$ cat config.mk
export PLATFORM = sky130hd
export DESIGN_NAME = pwmsy_top
export DESIGN_NICKNAME = d
export VERILOG_FILES = /design/src/core/pwmsy_pkg.sv /design/src/core/pwmsy_sync.sv /design/src/core/pwmsy_trig_gen.sv /design/src/core/pwmsy_top.sv
export VERILOG_INCLUDE_DIRS = /design/src /design/src/core
export SDC_FILE = /design/constraint.sdc
export NUM_CORES = 1
export LEC_CHECK = 0
export BUFFER_PORTS_ARGS = -buffer_cell sky130_fd_sc_hd__buf_2
export CAP_MARGIN = 20
export CELL_PAD_IN_SITES_DETAIL_PLACEMENT = 1
export CELL_PAD_IN_SITES_GLOBAL_PLACEMENT = 2
export CORE_MARGIN = 1
export CORE_UTILIZATION = 45
export DETAILED_ROUTE_END_ITERATION = 7
export GPL_TIMING_DRIVEN = 0
export PLACE_DENSITY_LB_ADDON = 0.05
export SKIP_LAST_GASP = 1
export SLEW_MARGIN = 20
export SYNTH_ARGS = -nofsm -noshare
export SYNTH_HDL_FRONTEND = slang
export SYNTH_HIERARCHICAL = 1
export SYNTH_SLANG_ARGS = --single-unit
$ cat constraint.sdc
create_clock -name ref_clk -period 8.9 [get_ports ref_clk]
set_clock_uncertainty 0.1 [all_clocks]
set_input_delay 1.335 -clock ref_clk [delete_from_list [all_inputs] [get_ports ref_clk]]
set_output_delay 1.335 -clock ref_clk [all_outputs]
set_load 0.01 [all_outputs]
$ cat src/core/pwmsy_regs.svh
`ifndef PWMSY_REGS_SVH
`define PWMSY_REGS_SVH

// register word addresses
`define PWMSY_ADDR_TBCTL   8'h00
`define PWMSY_ADDR_PERIOD  8'h01
`define PWMSY_ADDR_DUTY    8'h02
`define PWMSY_ADDR_ROLL    8'h03
`define PWMSY_ADDR_TBCNT   8'h04
`define PWMSY_ADDR_PHASE   8'h10
`define PWMSY_ADDR_TRGCMP  8'h14
`define PWMSY_ADDR_TRGCON  8'h18
`define PWMSY_GEN_SEL_MASK 8'hFC

// time_base_control fields
`define PWMSY_TB_EN_BIT    15
`define PWMSY_POL_BIT      9
`define PWMSY_SOEN_BIT     8
`define PWMSY_SIEN_BIT     7
`define PWMSY_SRC_HI       6
`define PWMSY_SRC_LO       4

// trigger_control_reg fields
`define PWMSY_DIV_HI       15
`define PWMSY_DIV_LO       13
`define PWMSY_START_HI     5
`define PWMSY_START_LO     0

// reset values
`define PWMSY_TBCTL_RST    16'h0000
`define PWMSY_PERIOD_RST   16'hFFF0
`define PWMSY_ZERO16       16'h0000

// timing
`define PWMSY_CLK_NS       100
`define PWMSY_SYNC_PULSE_NS 100
`define PWMSY_SYNC_CYCLES  ((`PWMSY_SYNC_PULSE_NS + `PWMSY_CLK_NS - 1) / `PWMSY_CLK_NS)

`endif

$ cat src/core/pwmsy_pkg.sv
package pwmsy_pkg;

	typedef struct packed {
		logic [2:0] div;
		logic [5:0] start;
	} pwmsy_trgctl_t;

	typedef struct packed {
		logic       tb_en;
		logic       pol;
		logic       out_en;
		logic       in_en;
		logic [2:0] src;
	} pwmsy_tbctl_t;

	typedef enum logic [1:0] {
		PWMSY_IDLE  = 2'h0,
		PWMSY_PULSE = 2'h1
	} pwmsy_sync_state_t;

endpackage

$ cat src/core/pwmsy_sync.sv
`timescale 1ns/1ns
`include "pwmsy_regs.svh"
module pwmsy_sync
	import pwmsy_pkg::*;
#(
	parameter int NSRC = 8
) (
	// clock and reset
	input  wire logic              ref_clk,
	input  wire logic              nrst,
	// control
	input  wire pwmsy_tbctl_t      ctl,
	input  wire logic [NSRC-1:0]   sync_sources,
	input  wire logic              rollover,
	// results
	output logic                   sync_hit,
	output logic                   sync_output
);
	localparam int CW = 4;
	localparam logic [CW-1:0] PULSE_CYC = CW'(`PWMSY_SYNC_CYCLES);

	pwmsy_sync_state_t state;
	logic [CW-1:0]     cnt;
	logic              prev;

	wire logic sync_input  = sync_sources[ctl.src];
	wire logic rise        = sync_input & ~prev;
	wire logic fall        = ~sync_input & prev;
	wire logic active_edge = ctl.pol ? fall : rise;
	wire logic next_hit    = ctl.in_en & active_edge;
	wire logic start       = ctl.out_en & rollover;
	wire logic pulsing     = (state == PWMSY_PULSE);
	wire logic next_out    = pulsing ^ ctl.pol;

	always_ff @(posedge ref_clk or negedge nrst) begin
		if (!nrst) begin
			prev     <= 1'b0;
			sync_hit <= 1'b0;
		end else begin
			prev     <= sync_input;
			sync_hit <= next_hit;
		end
	end

	// fixed-length output pulse
	always_ff @(posedge ref_clk or negedge nrst) begin
		if (!nrst) begin
			state <= PWMSY_IDLE;
			cnt   <= '0;
		end else begin
			case (state)
				PWMSY_IDLE: begin
					if (start) begin
						state <= PWMSY_PULSE;
						cnt   <= PULSE_CYC;
					end
				end
				PWMSY_PULSE: begin
					cnt <= cnt - 1'b1;
					if (cnt == CW'(1)) begin
						state <= PWMSY_IDLE;
					end
				end
				default: state <= PWMSY_IDLE;
			endcase
		end
	end

	always_ff @(posedge ref_clk or negedge nrst) begin
		if (!nrst) begin
			sync_output <= 1'b0;
		end else begin
			sync_output <= next_out;
		end
	end
endmodule // pwmsy_sync

$ cat src/core/pwmsy_trig_gen.sv
`timescale 1ns/1ns
module pwmsy_trig_gen
	import pwmsy_pkg::*;
#(
	parameter int W = 16
) (
	// clock and reset
	input  wire logic          ref_clk,
	input  wire logic          nrst,
	// time base
	input  wire logic          tb_run,
	input  wire logic [W-1:0]  tb_cnt,
	input  wire logic [W-1:0]  period,
	input  wire logic [5:0]    roll_count,
	// shared duty, then per-generator settings
	input  wire logic [W-1:0]  duty,
	input  wire logic [W-1:0]  phase,
	input  wire logic [W-1:0]  trig_cmp,
	input  wire pwmsy_trgctl_t trgctl,
	input  wire logic          trgctl_wr,
	// outputs
	output logic               pwm_out,
	output logic               trig_out
);
	logic       armed;
	logic [2:0] div_cnt;

	// counter seen by this generator, shifted back by the phase offset
	wire logic [W:0]   wrap_sum = {1'b0, tb_cnt} + {1'b0, period} + 1'b1 - {1'b0, phase};
	wire logic [W-1:0] ph_cnt   = (tb_cnt >= phase) ? (tb_cnt - phase) : wrap_sum[W-1:0];
	wire logic         next_pwm = tb_run & (ph_cnt < duty);
	wire logic         start_eq = (roll_count == trgctl.start);
	wire logic         match    = tb_run & armed & (ph_cnt == trig_cmp);
	wire logic         div_done = (div_cnt == trgctl.div);

	always_ff @(posedge ref_clk or negedge nrst) begin
		if (!nrst) begin
			armed <= 1'b0;
		end else if (trgctl_wr) begin
			armed <= 1'b0;
		end else if (start_eq) begin
			armed <= 1'b1;
		end
	end

	always_ff @(posedge ref_clk or negedge nrst) begin
		if (!nrst) begin
			div_cnt  <= 3'h0;
			trig_out <= 1'b0;
			pwm_out  <= 1'b0;
		end else begin
			pwm_out  <= next_pwm;
			trig_out <= match & div_done;
			if (trgctl_wr) begin
				div_cnt <= 3'h0;
			end else if (match) begin
				div_cnt <= div_done ? 3'h0 : div_cnt + 3'h1;
			end
		end
	end
endmodule // pwmsy_trig_gen

$ cat src/core/pwmsy_top.sv
// Added by the designer: the strobed register port and the address map.
`timescale 1ns/1ns
`include "pwmsy_regs.svh"
// What this block does
// - separate bits enable the sync input and the sync output
// - sync polarity bit picks rising or falling edge of sync input
// - same polarity bit makes the sync output pulse active high or low
// - three-bit source field picks which candidate drives the sync input
// - active sync edge resets the time base counter when input enabled
// - sync output pulses once per time base rollover when enabled
// - sync output pulse lasts about 100 ns
// - rollover counter increments each time the time base wraps
// - trigger divider passes one of every div+1 trigger matches to the ADC
// - trigger counting waits until rollover count equals the start value
// - phase offsets shift each generator's pwm edges
module pwmsy_top
	import pwmsy_pkg::*;
#(
	parameter int NGEN = 4,
	parameter int NSRC = 8,
	parameter int W    = 16
) (
	// clock and reset
	input  wire logic              ref_clk,
	input  wire logic              nrst,
	// register port
	input  wire logic [7:0]        reg_addr,
	input  wire logic [W-1:0]      reg_wdata,
	input  wire logic              reg_wr,
	input  wire logic              reg_rd,
	output logic      [W-1:0]      reg_rdata,
	// synchronization
	input  wire logic [NSRC-1:0]   sync_sources,
	output logic                   sync_output,
	// generator outputs
	output logic      [NGEN-1:0]   pwm_out,
	output logic      [NGEN-1:0]   adc_trigger
);
	logic [W-1:0]  time_base_control;
	logic [W-1:0]  period_value;
	logic [W-1:0]  duty;
	logic [W-1:0]  tb_cnt;
	logic [5:0]    roll_count;
	logic [W-1:0]  phase    [NGEN];
	logic [W-1:0]  trig_cmp [NGEN];
	pwmsy_trgctl_t trgctl   [NGEN];
	logic          sync_hit;

	// control fields
	pwmsy_tbctl_t  tbctl;
	assign tbctl.tb_en  = time_base_control[`PWMSY_TB_EN_BIT];
	assign tbctl.pol    = time_base_control[`PWMSY_POL_BIT];
	assign tbctl.out_en = time_base_control[`PWMSY_SOEN_BIT];
	assign tbctl.in_en  = time_base_control[`PWMSY_SIEN_BIT];
	assign tbctl.src    = time_base_control[`PWMSY_SRC_HI:`PWMSY_SRC_LO];

	// address decode
	wire logic [1:0] gsel     = reg_addr[1:0];
	wire logic [7:0] gbase    = reg_addr & `PWMSY_GEN_SEL_MASK;
	wire logic       wr_tbctl = reg_wr & (reg_addr == `PWMSY_ADDR_TBCTL);
	wire logic       wr_per   = reg_wr & (reg_addr == `PWMSY_ADDR_PERIOD);
	wire logic       wr_duty  = reg_wr & (reg_addr == `PWMSY_ADDR_DUTY);
	wire logic       wr_phase = reg_wr & (gbase == `PWMSY_ADDR_PHASE);
	wire logic       wr_tcmp  = reg_wr & (gbase == `PWMSY_ADDR_TRGCMP);
	wire logic       wr_tcon  = reg_wr & (gbase == `PWMSY_ADDR_TRGCON);

	// time base
	wire logic tb_run   = tbctl.tb_en;
	wire logic wrap     = tb_run & ~sync_hit & (tb_cnt >= period_value);
	wire logic [W-1:0] next_tb_cnt = (!tb_run || sync_hit || wrap) ? '0 : tb_cnt + 1'b1;

	always_ff @(posedge ref_clk or negedge nrst) begin
		if (!nrst) begin
			tb_cnt <= '0;
		end else begin
			tb_cnt <= next_tb_cnt;
		end
	end

	always_ff @(posedge ref_clk or negedge nrst) begin
		if (!nrst) begin
			roll_count <= 6'h00;
		end else if (wrap) begin
			roll_count <= roll_count + 6'h01;
		end
	end

	// shared registers
	always_ff @(posedge ref_clk or negedge nrst) begin
		if (!nrst) begin
			time_base_control <= `PWMSY_TBCTL_RST;
			period_value      <= `PWMSY_PERIOD_RST;
			duty              <= `PWMSY_ZERO16;
		end else begin
			if (wr_tbctl) time_base_control <= reg_wdata;
			if (wr_per)   period_value      <= reg_wdata;
			if (wr_duty)  duty              <= reg_wdata;
		end
	end

	// read mux
	logic [W-1:0] rd_mux;
	always_comb begin
		rd_mux = '0;
		case (reg_addr)
			`PWMSY_ADDR_TBCTL:  rd_mux = time_base_control;
			`PWMSY_ADDR_PERIOD: rd_mux = period_value;
			`PWMSY_ADDR_DUTY:   rd_mux = duty;
			`PWMSY_ADDR_ROLL:   rd_mux = W'(roll_count);
			`PWMSY_ADDR_TBCNT:  rd_mux = tb_cnt;
			default: begin
				if (gbase == `PWMSY_ADDR_PHASE)  rd_mux = phase[gsel];
				if (gbase == `PWMSY_ADDR_TRGCMP) rd_mux = trig_cmp[gsel];
				if (gbase == `PWMSY_ADDR_TRGCON) begin
					rd_mux[`PWMSY_DIV_HI:`PWMSY_DIV_LO]     = trgctl[gsel].div;
					rd_mux[`PWMSY_START_HI:`PWMSY_START_LO] = trgctl[gsel].start;
				end
			end
		endcase
	end

	// read data stands only in the cycle after the strobe
	always_ff @(posedge ref_clk or negedge nrst) begin
		if (!nrst) begin
			reg_rdata <= '0;
		end else begin
			reg_rdata <= reg_rd ? rd_mux : '0;
		end
	end

	// sync input edge and output pulse
	pwmsy_sync #(
		.NSRC (NSRC)
	) u_sync (
		.ref_clk      (ref_clk),
		.nrst         (nrst),
		.ctl          (tbctl),
		.sync_sources (sync_sources),
		.rollover     (wrap),
		.sync_hit     (sync_hit),
		.sync_output  (sync_output)
	);

	// per-generator phase, trigger divider and stagger start
	for (genvar g = 0; g < NGEN; g++) begin : gen_g
		wire logic sel_g = (gsel == 2'(g));

		always_ff @(posedge ref_clk or negedge nrst) begin
			if (!nrst) begin
				phase[g]    <= '0;
				trig_cmp[g] <= '0;
				trgctl[g]   <= '0;
			end else begin
				if (wr_phase && sel_g) phase[g] <= reg_wdata;
				if (wr_tcmp && sel_g)  trig_cmp[g] <= reg_wdata;
				if (wr_tcon && sel_g) begin
					trgctl[g].div   <= reg_wdata[`PWMSY_DIV_HI:`PWMSY_DIV_LO];
					trgctl[g].start <= reg_wdata[`PWMSY_START_HI:`PWMSY_START_LO];
				end
			end
		end

		pwmsy_trig_gen #(
			.W (W)
		) u_gen (
			.ref_clk    (ref_clk),
			.nrst       (nrst),
			.tb_run     (tb_run),
			.tb_cnt     (tb_cnt),
			.period     (period_value),
			.roll_count (roll_count),
			.duty       (duty),
			.phase      (phase[g]),
			.trig_cmp   (trig_cmp[g]),
			.trgctl     (trgctl[g]),
			.trgctl_wr  (wr_tcon && sel_g),
			.pwm_out    (pwm_out[g]),
			.trig_out   (adc_trigger[g])
		);
	end

	// per-generator register writes
	for (genvar g = 0; g < NGEN; g++) begin : chk_g

	end
endmodule // pwmsy_top

Word-level counts from Yosys, hierarchy flattened:

Index checks and enable logic that the tools add are counted.

* register bits after elaboration: 283
* bits of input ports: 36
* output and inout port bits: 25
* logic and storage cells: 207

* add/sub/neg operators: 17
* magnitude comparators: 11
* equality and inequality tests: 26
* mux-type cells: 48
* bitwise logic cells: 33
* reductions and logical operators: 29

Operator list (count)
* 16-bit two-way mux: 12
* 16-bit subtractor: 8
* 16-bit >= comparator: 5
* 16-bit one-hot mux with 5 select lines: 1
* 16-bit binary-select mux with 2-bit select: 2
* 16-bit == test: 4
* 16-bit less-than comparator: 4
* 3-bit two-way mux: 13
* 16-bit by 1-bit adder with 16-bit output (second input constant): 2
* 1-bit bitwise AND: 28
* 6-bit == test: 4
* 9-bit binary-select mux with 2-bit select: 1
* 6-bit by 3-bit == test with 1-bit output (second input constant): 3
* 9-bit two-way mux: 2
* 2-bit nonzero test: 9
* 16-bit adder: 1
* 8-bit by 2-bit == test with 1-bit output (second input constant): 2
* 3-bit by 1-bit adder with 3-bit output (second input constant): 4
* 3-bit == test: 4
* 1-bit logical AND: 12
* 1-bit two-way mux: 10
* 8-bit by 1-bit == test with 1-bit output (second input constant): 1
* 8-bit by 3-bit == test with 1-bit output (second input constant): 1
* 8-bit zero test: 1
* other kinds (22): 30

Depth between registers and ports, before layout:

* depth in word-level cells: 9
* gate-level depth with buffers: 24
* depth with buffers taken out: 23

Hierarchy:

The synthesis kept the hierarchy.

By module, submodules not included
* pwmsy_top: times used 1, cells an instance 911, area each 11766.3 µm², sequential area each 6271.0 µm²
* pwmsy_trig_gen (gen_g[1].u_gen ...): times used 3, cells an instance 494, area each 3696.0 µm², sequential area each 150.1 µm²
* pwmsy_trig_gen (gen_g[0].u_gen): times used 1, cells an instance 477, area each 3592.2 µm², sequential area each 150.1 µm²
* pwmsy_sync: times used 1, cells an instance 41, area each 435.4 µm², sequential area each 200.2 µm²

Worst setup path after synthesis:

Ideal clock, no wire load.

* path type: register -> register
* start point: register tb_cnt[0]
* end point: register gen_g[0].u_gen.div_cnt[0]
* setup time: 125 ps
* arrival: 4677 ps
* data required time: 8675 ps
* setup slack: 3998 ps
* cell stages (with the launch flop): 16
* buffers on the path: 0
* clock period less this slack: 4902 ps
* cells stage by stage: dfrtp_1 fa_1 inv_1 ha_1 or2_2 fa_1 a21o_1 nor2b_4 or4_4 a21oi_2 nand2_1 mux4_2 or4_4 nor4b_4 nand4bb_2 mux2_4

* cells in the longest elaborated chain, start to end: 7
* elaborated cells between the ends (all ways): 9
* classes of those cells: add/sub (4); order compare (1); eq/ne (1); mux (1); bitwise (1); reduce/logical (1)

RTL lines
* start, declared: RTL line pwmsy_top.sv:42 `logic [W-1:0] tb_cnt;`
* start signal, assigned: RTL line pwmsy_top.sv:76 `tb_cnt <= next_tb_cnt;`
* 16-bit adder: RTL line pwmsy_trig_gen.sv:29 `wire logic [W:0] wrap_sum = {1'b0, tb_cnt} + {1'b0, period} + 1'b1 - {1'b0, phase};`
* 16-bit by 1-bit adder with 16-bit output: RTL line pwmsy_trig_gen.sv:29
* 16-bit subtractor: RTL line pwmsy_trig_gen.sv:29
* 16-bit two-way mux (*): RTL line pwmsy_trig_gen.sv:30 `wire logic [W-1:0] ph_cnt = (tb_cnt >= phase) ? (tb_cnt - phase) : wrap_sum[W-1:0];`
* 16-bit == test (*): RTL line pwmsy_trig_gen.sv:33 `wire logic match = tb_run & armed & (ph_cnt == trig_cmp);`
* 1-bit bitwise AND (*): RTL line pwmsy_trig_gen.sv:33
* 2-bit nonzero test (no line) (*)
* end signal, assigned: RTL line pwmsy_trig_gen.sv:57 `div_cnt <= div_done ? 3'h0 : div_cnt + 3'h1;`
* end, declared: RTL line pwmsy_trig_gen.sv:26 `logic [2:0] div_cnt;`

Every way passes the cells marked *; elsewhere a longest branch is shown, timed or not.
A chain may end at the register's enable or synchronous reset.

Worst setup path in the final report:

* start point: register tb_cnt[9]
* end point: register gen_g[2].u_gen.pwm_out

* cells in the longest elaborated chain, start to end: 6
* elaborated cells between the ends (all ways): 8
* classes of those cells: add/sub (4); order compare (2); mux (1); bitwise (1)

RTL lines
* 16-bit adder: RTL line pwmsy_trig_gen.sv:29
* 16-bit by 1-bit adder with 16-bit output: RTL line pwmsy_trig_gen.sv:29
* 16-bit subtractor: RTL line pwmsy_trig_gen.sv:29
* 16-bit two-way mux (*): RTL line pwmsy_trig_gen.sv:30
* 16-bit less-than comparator (*): RTL line pwmsy_trig_gen.sv:31 `wire logic next_pwm = tb_run & (ph_cnt < duty);`
* 1-bit bitwise AND (*): RTL line pwmsy_trig_gen.sv:31
* net gen_g[2].u_gen.next_pwm: RTL line pwmsy_trig_gen.sv:31
* end signal, assigned: RTL line pwmsy_trig_gen.sv:52 `pwm_out <= next_pwm;`
* end, declared: RTL line pwmsy_trig_gen.sv:22 `output logic pwm_out,`

Mark *: on every way through the listed nets, which the timed path passes. The rest lies on a longest branch.

==> summary.txt <==
Number of storage elements in the synthesis netlist - 282
Number of synthesized flops with an enable pin - 0
Maximum clock path buffer count - 3
Num ports - 61
Remaining max-slew budget at the tightest pin - 14.3%
Area delta synth->final - 9.40%
Nets in the synthesized netlist - 3227
Max_cap viols - 0
Kind of launch point of the worst setup path - register
Global-route wire length before repair - 166000 um
Switching part of the total power - 50.3%
Clock network power share - 14.3%
Leak - 14.1 nW
Final setup violation count - 0
Ys flop type - sky130_fd_sc_hd__dfrtp_1
Number of setup buffers added after CTS - 0
Critical setup path kind - reg -> reg
Arrival time worst endpoint - 6.38 ns
Layout cell share with drive strength beyond 1 - 15.2%
Starting Density - 45.5%
Worst-Margin Slew - 1.29 ns
Crit end category - register
Pwr per Cell Area - 352 nW/um^2
Clock root buffer - sky130_fd_sc_hd__clkbuf_16
Final clock period utilization by the worst path - 68.1%
Fill cell instance count of the final layout - 6822
Antenna-violating nets left - 0
Internal power component - 5.14 mW
Post-layout instance count excluding filler cells - 3809
Vias in the first global route - 24500
Synthesized area per cell - 9.23 sq um
FP Rows - 89
Initial DRC count - 2003
Last weighted congestion value of the routability-driven placer - 0.967
Count of vias placed by the detailed router - 23700
Area of the core - 59000 sq um
Hold crit path type - reg -> reg
Setup TNS - 0 ns
Sequential cell area fraction in the yosys report - 26.3%
Synthesized instance count - 2911
CTS tree - done
Number of buffers inserted by port buffering - 57
Count of TritonRoute iterations in the first routing pass - 5
Clock latency at the later pin of the worst-skew pair - 0.57 ns
Combined global-route utilization of all metal layers - 38.1%
Number of hold-repair buffers added at the cts stage - 0
Die X - 246 um
Placed cells - 3744
Most common cell after layout, fill and taps aside - sky130_fd_sc_hd__inv_1
Unrepaired setup endpoints after global routing - false
CP required - 9.21 ns
Highest net fanout along the worst path - 12
Slew Viols, Final - 0
Average vias per placed instance - 6.22
Number of remaining DRC errors - 0
Combinational Power Share - 68.9%
Vertical extent of the die - 246 um
Min Clock Period, post-route - 6.06 ns
Total of warnings raised by yosys - 6
Final WL - 115000 um
Maximum number of pins on one net before global-route repair - 91
Number of buffers added by the clock tree synthesis step - 36
Ys async rst share - 100%
Upper clock frequency limit - 165 MHz
Total gr overflow - 0
Count of endpoints failing hold in the final timing report - 0
Die ar. - 60700 sq um
Resize count post-CTS - 0
Net count reported at finish - 3325
Switching power - 5.20 mW
Antenna violations before repair - 4
N_diodes - 0
Num Clock Sinks - 282
Post-synthesis instance area - 26900 sq um
Detailed placer's ending HPWL - 89000 um
Reg power frac - 16.7%
Most frequent cells in the layout - sky130_fd_sc_hd__inv_1, sky130_fd_sc_hd__dfrtp_1, sky130_fd_sc_hd__nand2_1
Library cells used by synthesis - 101
Number of levels the H-tree was split into - 2
Clk pin slew, worst setup/hold paths - 0.06 ns
Run status - complete, no violations
Multi-input logic area - 17700 sq um
Routed length per placed instance - 30.1 um
Peak supply drop - 0.229 mV
Area of all sequential standard cells - 7080 sq um
[through the flow]
step | power (mW) | util (%) | hold WS [ns] | setup slack (ns) | area (sq um)
floorplan | 6.60 | - | 0.362 | 4.00 | 26900
CTS | 10.3 | 49.8 | 0.409 | 2.85 | 29400
global placement | 8.48 | 47.7 | 0.389 | 1.12 | 28100
detailed placement | 8.75 | 47.8 | 0.395 | 2.89 | 28200
finish | 10.3 | 49.8 | 0.413 | 2.84 | 29400
global route | 11.1 | 49.8 | 0.430 | 2.63 | 29400
[area by class of cell]
type	instances	share of cell area (%)
multi-input combinational	2102	60.3
sequential	282	24.1
inverter	423	5.40
clock buffer	52	3.44
tap	773	3.29
buffer	104	1.68
timing repair buffer	60	1.28
clock inverter	13	0.545
[metal layers]
layer	part of all wire, %	up-vias	global-route usage (%)
met1	41	12300	48.4
met4	5.7	0	19.5
li1	-	10400	-
met3	6.5	234	6.06
met2	46	795	62.3
met5	0	-	0
[path summary, 6_finish.rpt]
path | start | to | slack (ns) | depth (start not counted)
worst max-delay path | tb_cnt[9]$_DFF_PN0_ | gen_g[2].u_gen/pwm_out$_DFF_PN0_ | 2.84 | 20
max in group asynchronous | nrst | period_value[12]$_DFFE_PN1P_ | 6.76 | 3
worst min-delay path | time_base_control[12]$_DFFE_PN0P_ | time_base_control[12]$_DFFE_PN0P_ | 0.41 | 1
worst min register to register | time_base_control[12]$_DFFE_PN0P_ | time_base_control[12]$_DFFE_PN0P_ | 0.41 | 1
min in group asynchronous | nrst | gen_g[1].u_gen/div_cnt[1]$_DFFE_PN0P_ | 0.64 | 1
worst max register to register | tb_cnt[9]$_DFF_PN0_ | gen_g[2].u_gen/pwm_out$_DFF_PN0_ | 2.84 | 20
[Yosys cell counts, types with 10 or more instances]
master | count | share of area, %
sky130_fd_sc_hd__dfstp_2 | 12 | 1.2
sky130_fd_sc_hd__nor3_1 | 51 | 0.95
sky130_fd_sc_hd__xor2_1 | 81 | 2.6
sky130_fd_sc_hd__a21o_1 | 51 | 1.4
sky130_fd_sc_hd__ha_1 | 216 | 10
sky130_fd_sc_hd__mux2_2 | 172 | 7.2
sky130_fd_sc_hd__dfrtp_1 | 270 | 25
sky130_fd_sc_hd__and2_1 | 13 | 0.30
sky130_fd_sc_hd__o211ai_1 | 16 | 0.45
sky130_fd_sc_hd__nand4_1 | 32 | 0.74
sky130_fd_sc_hd__o2111ai_1 | 26 | 0.85
sky130_fd_sc_hd__a31oi_1 | 25 | 0.58
sky130_fd_sc_hd__nand2_1 | 255 | 3.6
sky130_fd_sc_hd__a211oi_1 | 37 | 1.0
sky130_fd_sc_hd__nor2_1 | 115 | 1.6
sky130_fd_sc_hd__o21ai_0 | 104 | 1.9
sky130_fd_sc_hd__clkbuf_1 | 65 | 0.91
sky130_fd_sc_hd__a22oi_1 | 17 | 0.47
sky130_fd_sc_hd__nand3_1 | 42 | 0.78
sky130_fd_sc_hd__nor4_1 | 10 | 0.23
sky130_fd_sc_hd__mux2i_1 | 38 | 1.4
sky130_fd_sc_hd__nand3b_1 | 25 | 0.70
sky130_fd_sc_hd__and3_1 | 13 | 0.30
sky130_fd_sc_hd__inv_1 | 419 | 5.9
sky130_fd_sc_hd__mux4_2 | 49 | 4.1
sky130_fd_sc_hd__buf_2 | 23 | 0.43
sky130_fd_sc_hd__a21oi_1 | 125 | 2.3
sky130_fd_sc_hd__fa_1 | 64 | 4.8
sky130_fd_sc_hd__a32oi_1 | 12 | 0.39
sky130_fd_sc_hd__nor2b_1 | 56 | 1.3
sky130_fd_sc_hd__or2_2 | 15 | 0.35
sky130_fd_sc_hd__o21a_1 | 41 | 1.1
sky130_fd_sc_hd__o211a_1 | 10 | 0.37
sky130_fd_sc_hd__xnor3_1 | 18 | 1.5
sky130_fd_sc_hd__o21ai_1 | 16 | 0.30
sky130_fd_sc_hd__or3_1 | 10 | 0.23
sky130_fd_sc_hd__xnor2_1 | 118 | 3.8
sky130_fd_sc_hd__nand2b_1 | 34 | 0.79
[registers in the layout, indices dropped and copies added (netlist names)]
signal,flops
phase,64
trig_cmp,64
trgctl,36
duty,16
period_value,16
reg_rdata,16
tb_cnt,16
time_base_control,16
gen_g.u_gen/div_cnt,12
roll_count,6
gen_g.u_gen/armed,4
gen_g.u_gen/pwm_out,4
gen_g.u_gen/trig_out,4
u_sync/cnt,4
u_sync/prev,1
u_sync/state,1
u_sync/sync_hit,1
u_sync/sync_output,1
[critical path, cell delays in order (launching register included)]
cell and delay [ns]:
sky130_fd_sc_hd__dfrtp_1 1.11, sky130_fd_sc_hd__ha_1 0.43, sky130_fd_sc_hd__a21o_1 0.20, sky130_fd_sc_hd__a31oi_2 0.31, sky130_fd_sc_hd__o211a_1 0.25, sky130_fd_sc_hd__o21a_1 0.13
sky130_fd_sc_hd__buf_6 0.14, sky130_fd_sc_hd__clkbuf_1 0.47, sky130_fd_sc_hd__clkbuf_1 0.47, sky130_fd_sc_hd__o21ai_0 0.29, sky130_fd_sc_hd__ha_1 0.37, sky130_fd_sc_hd__a21o_1 0.18
sky130_fd_sc_hd__a21oi_1 0.15, sky130_fd_sc_hd__nor2b_1 0.06, sky130_fd_sc_hd__o21ai_0 0.19, sky130_fd_sc_hd__nand2b_1 0.11, sky130_fd_sc_hd__a21oi_1 0.17, sky130_fd_sc_hd__nor2b_1 0.06
sky130_fd_sc_hd__o21ai_0 0.16, sky130_fd_sc_hd__nand3b_1 0.13, sky130_fd_sc_hd__a21oi_1 0.42
[cells by family after synthesis]
kind of cell,after synthesis,share of synthesized area [%]
and+or+nand+nor,748,14.8
AOI/OAI and AO/OA,583,14.7
buffers and inverters,527,7.75
DFF,282,26.3
adders and majority gates,280,14.8
muxes,267,13.1
xor gates and xnor gates,224,8.57
[power by group through the flow]
| stage | logic, mW | clock network (mW) | registers [mW] |
|---|---|---|---|
| 4_1_cts | 7.06 | 1.49 | 1.72 |
| 6_report | 7.13 | 1.48 | 1.73 |
| 3_3_place_gp | 6.74 | 0 | 1.73 |
| 3_5_place_dp | 7.00 | 0 | 1.74 |
| 2_1_floorplan | 5.08 | 0 | 1.52 |
| 5_1_grt | 7.80 | 1.53 | 1.73 |
Power figures use the tool's default switching activity.
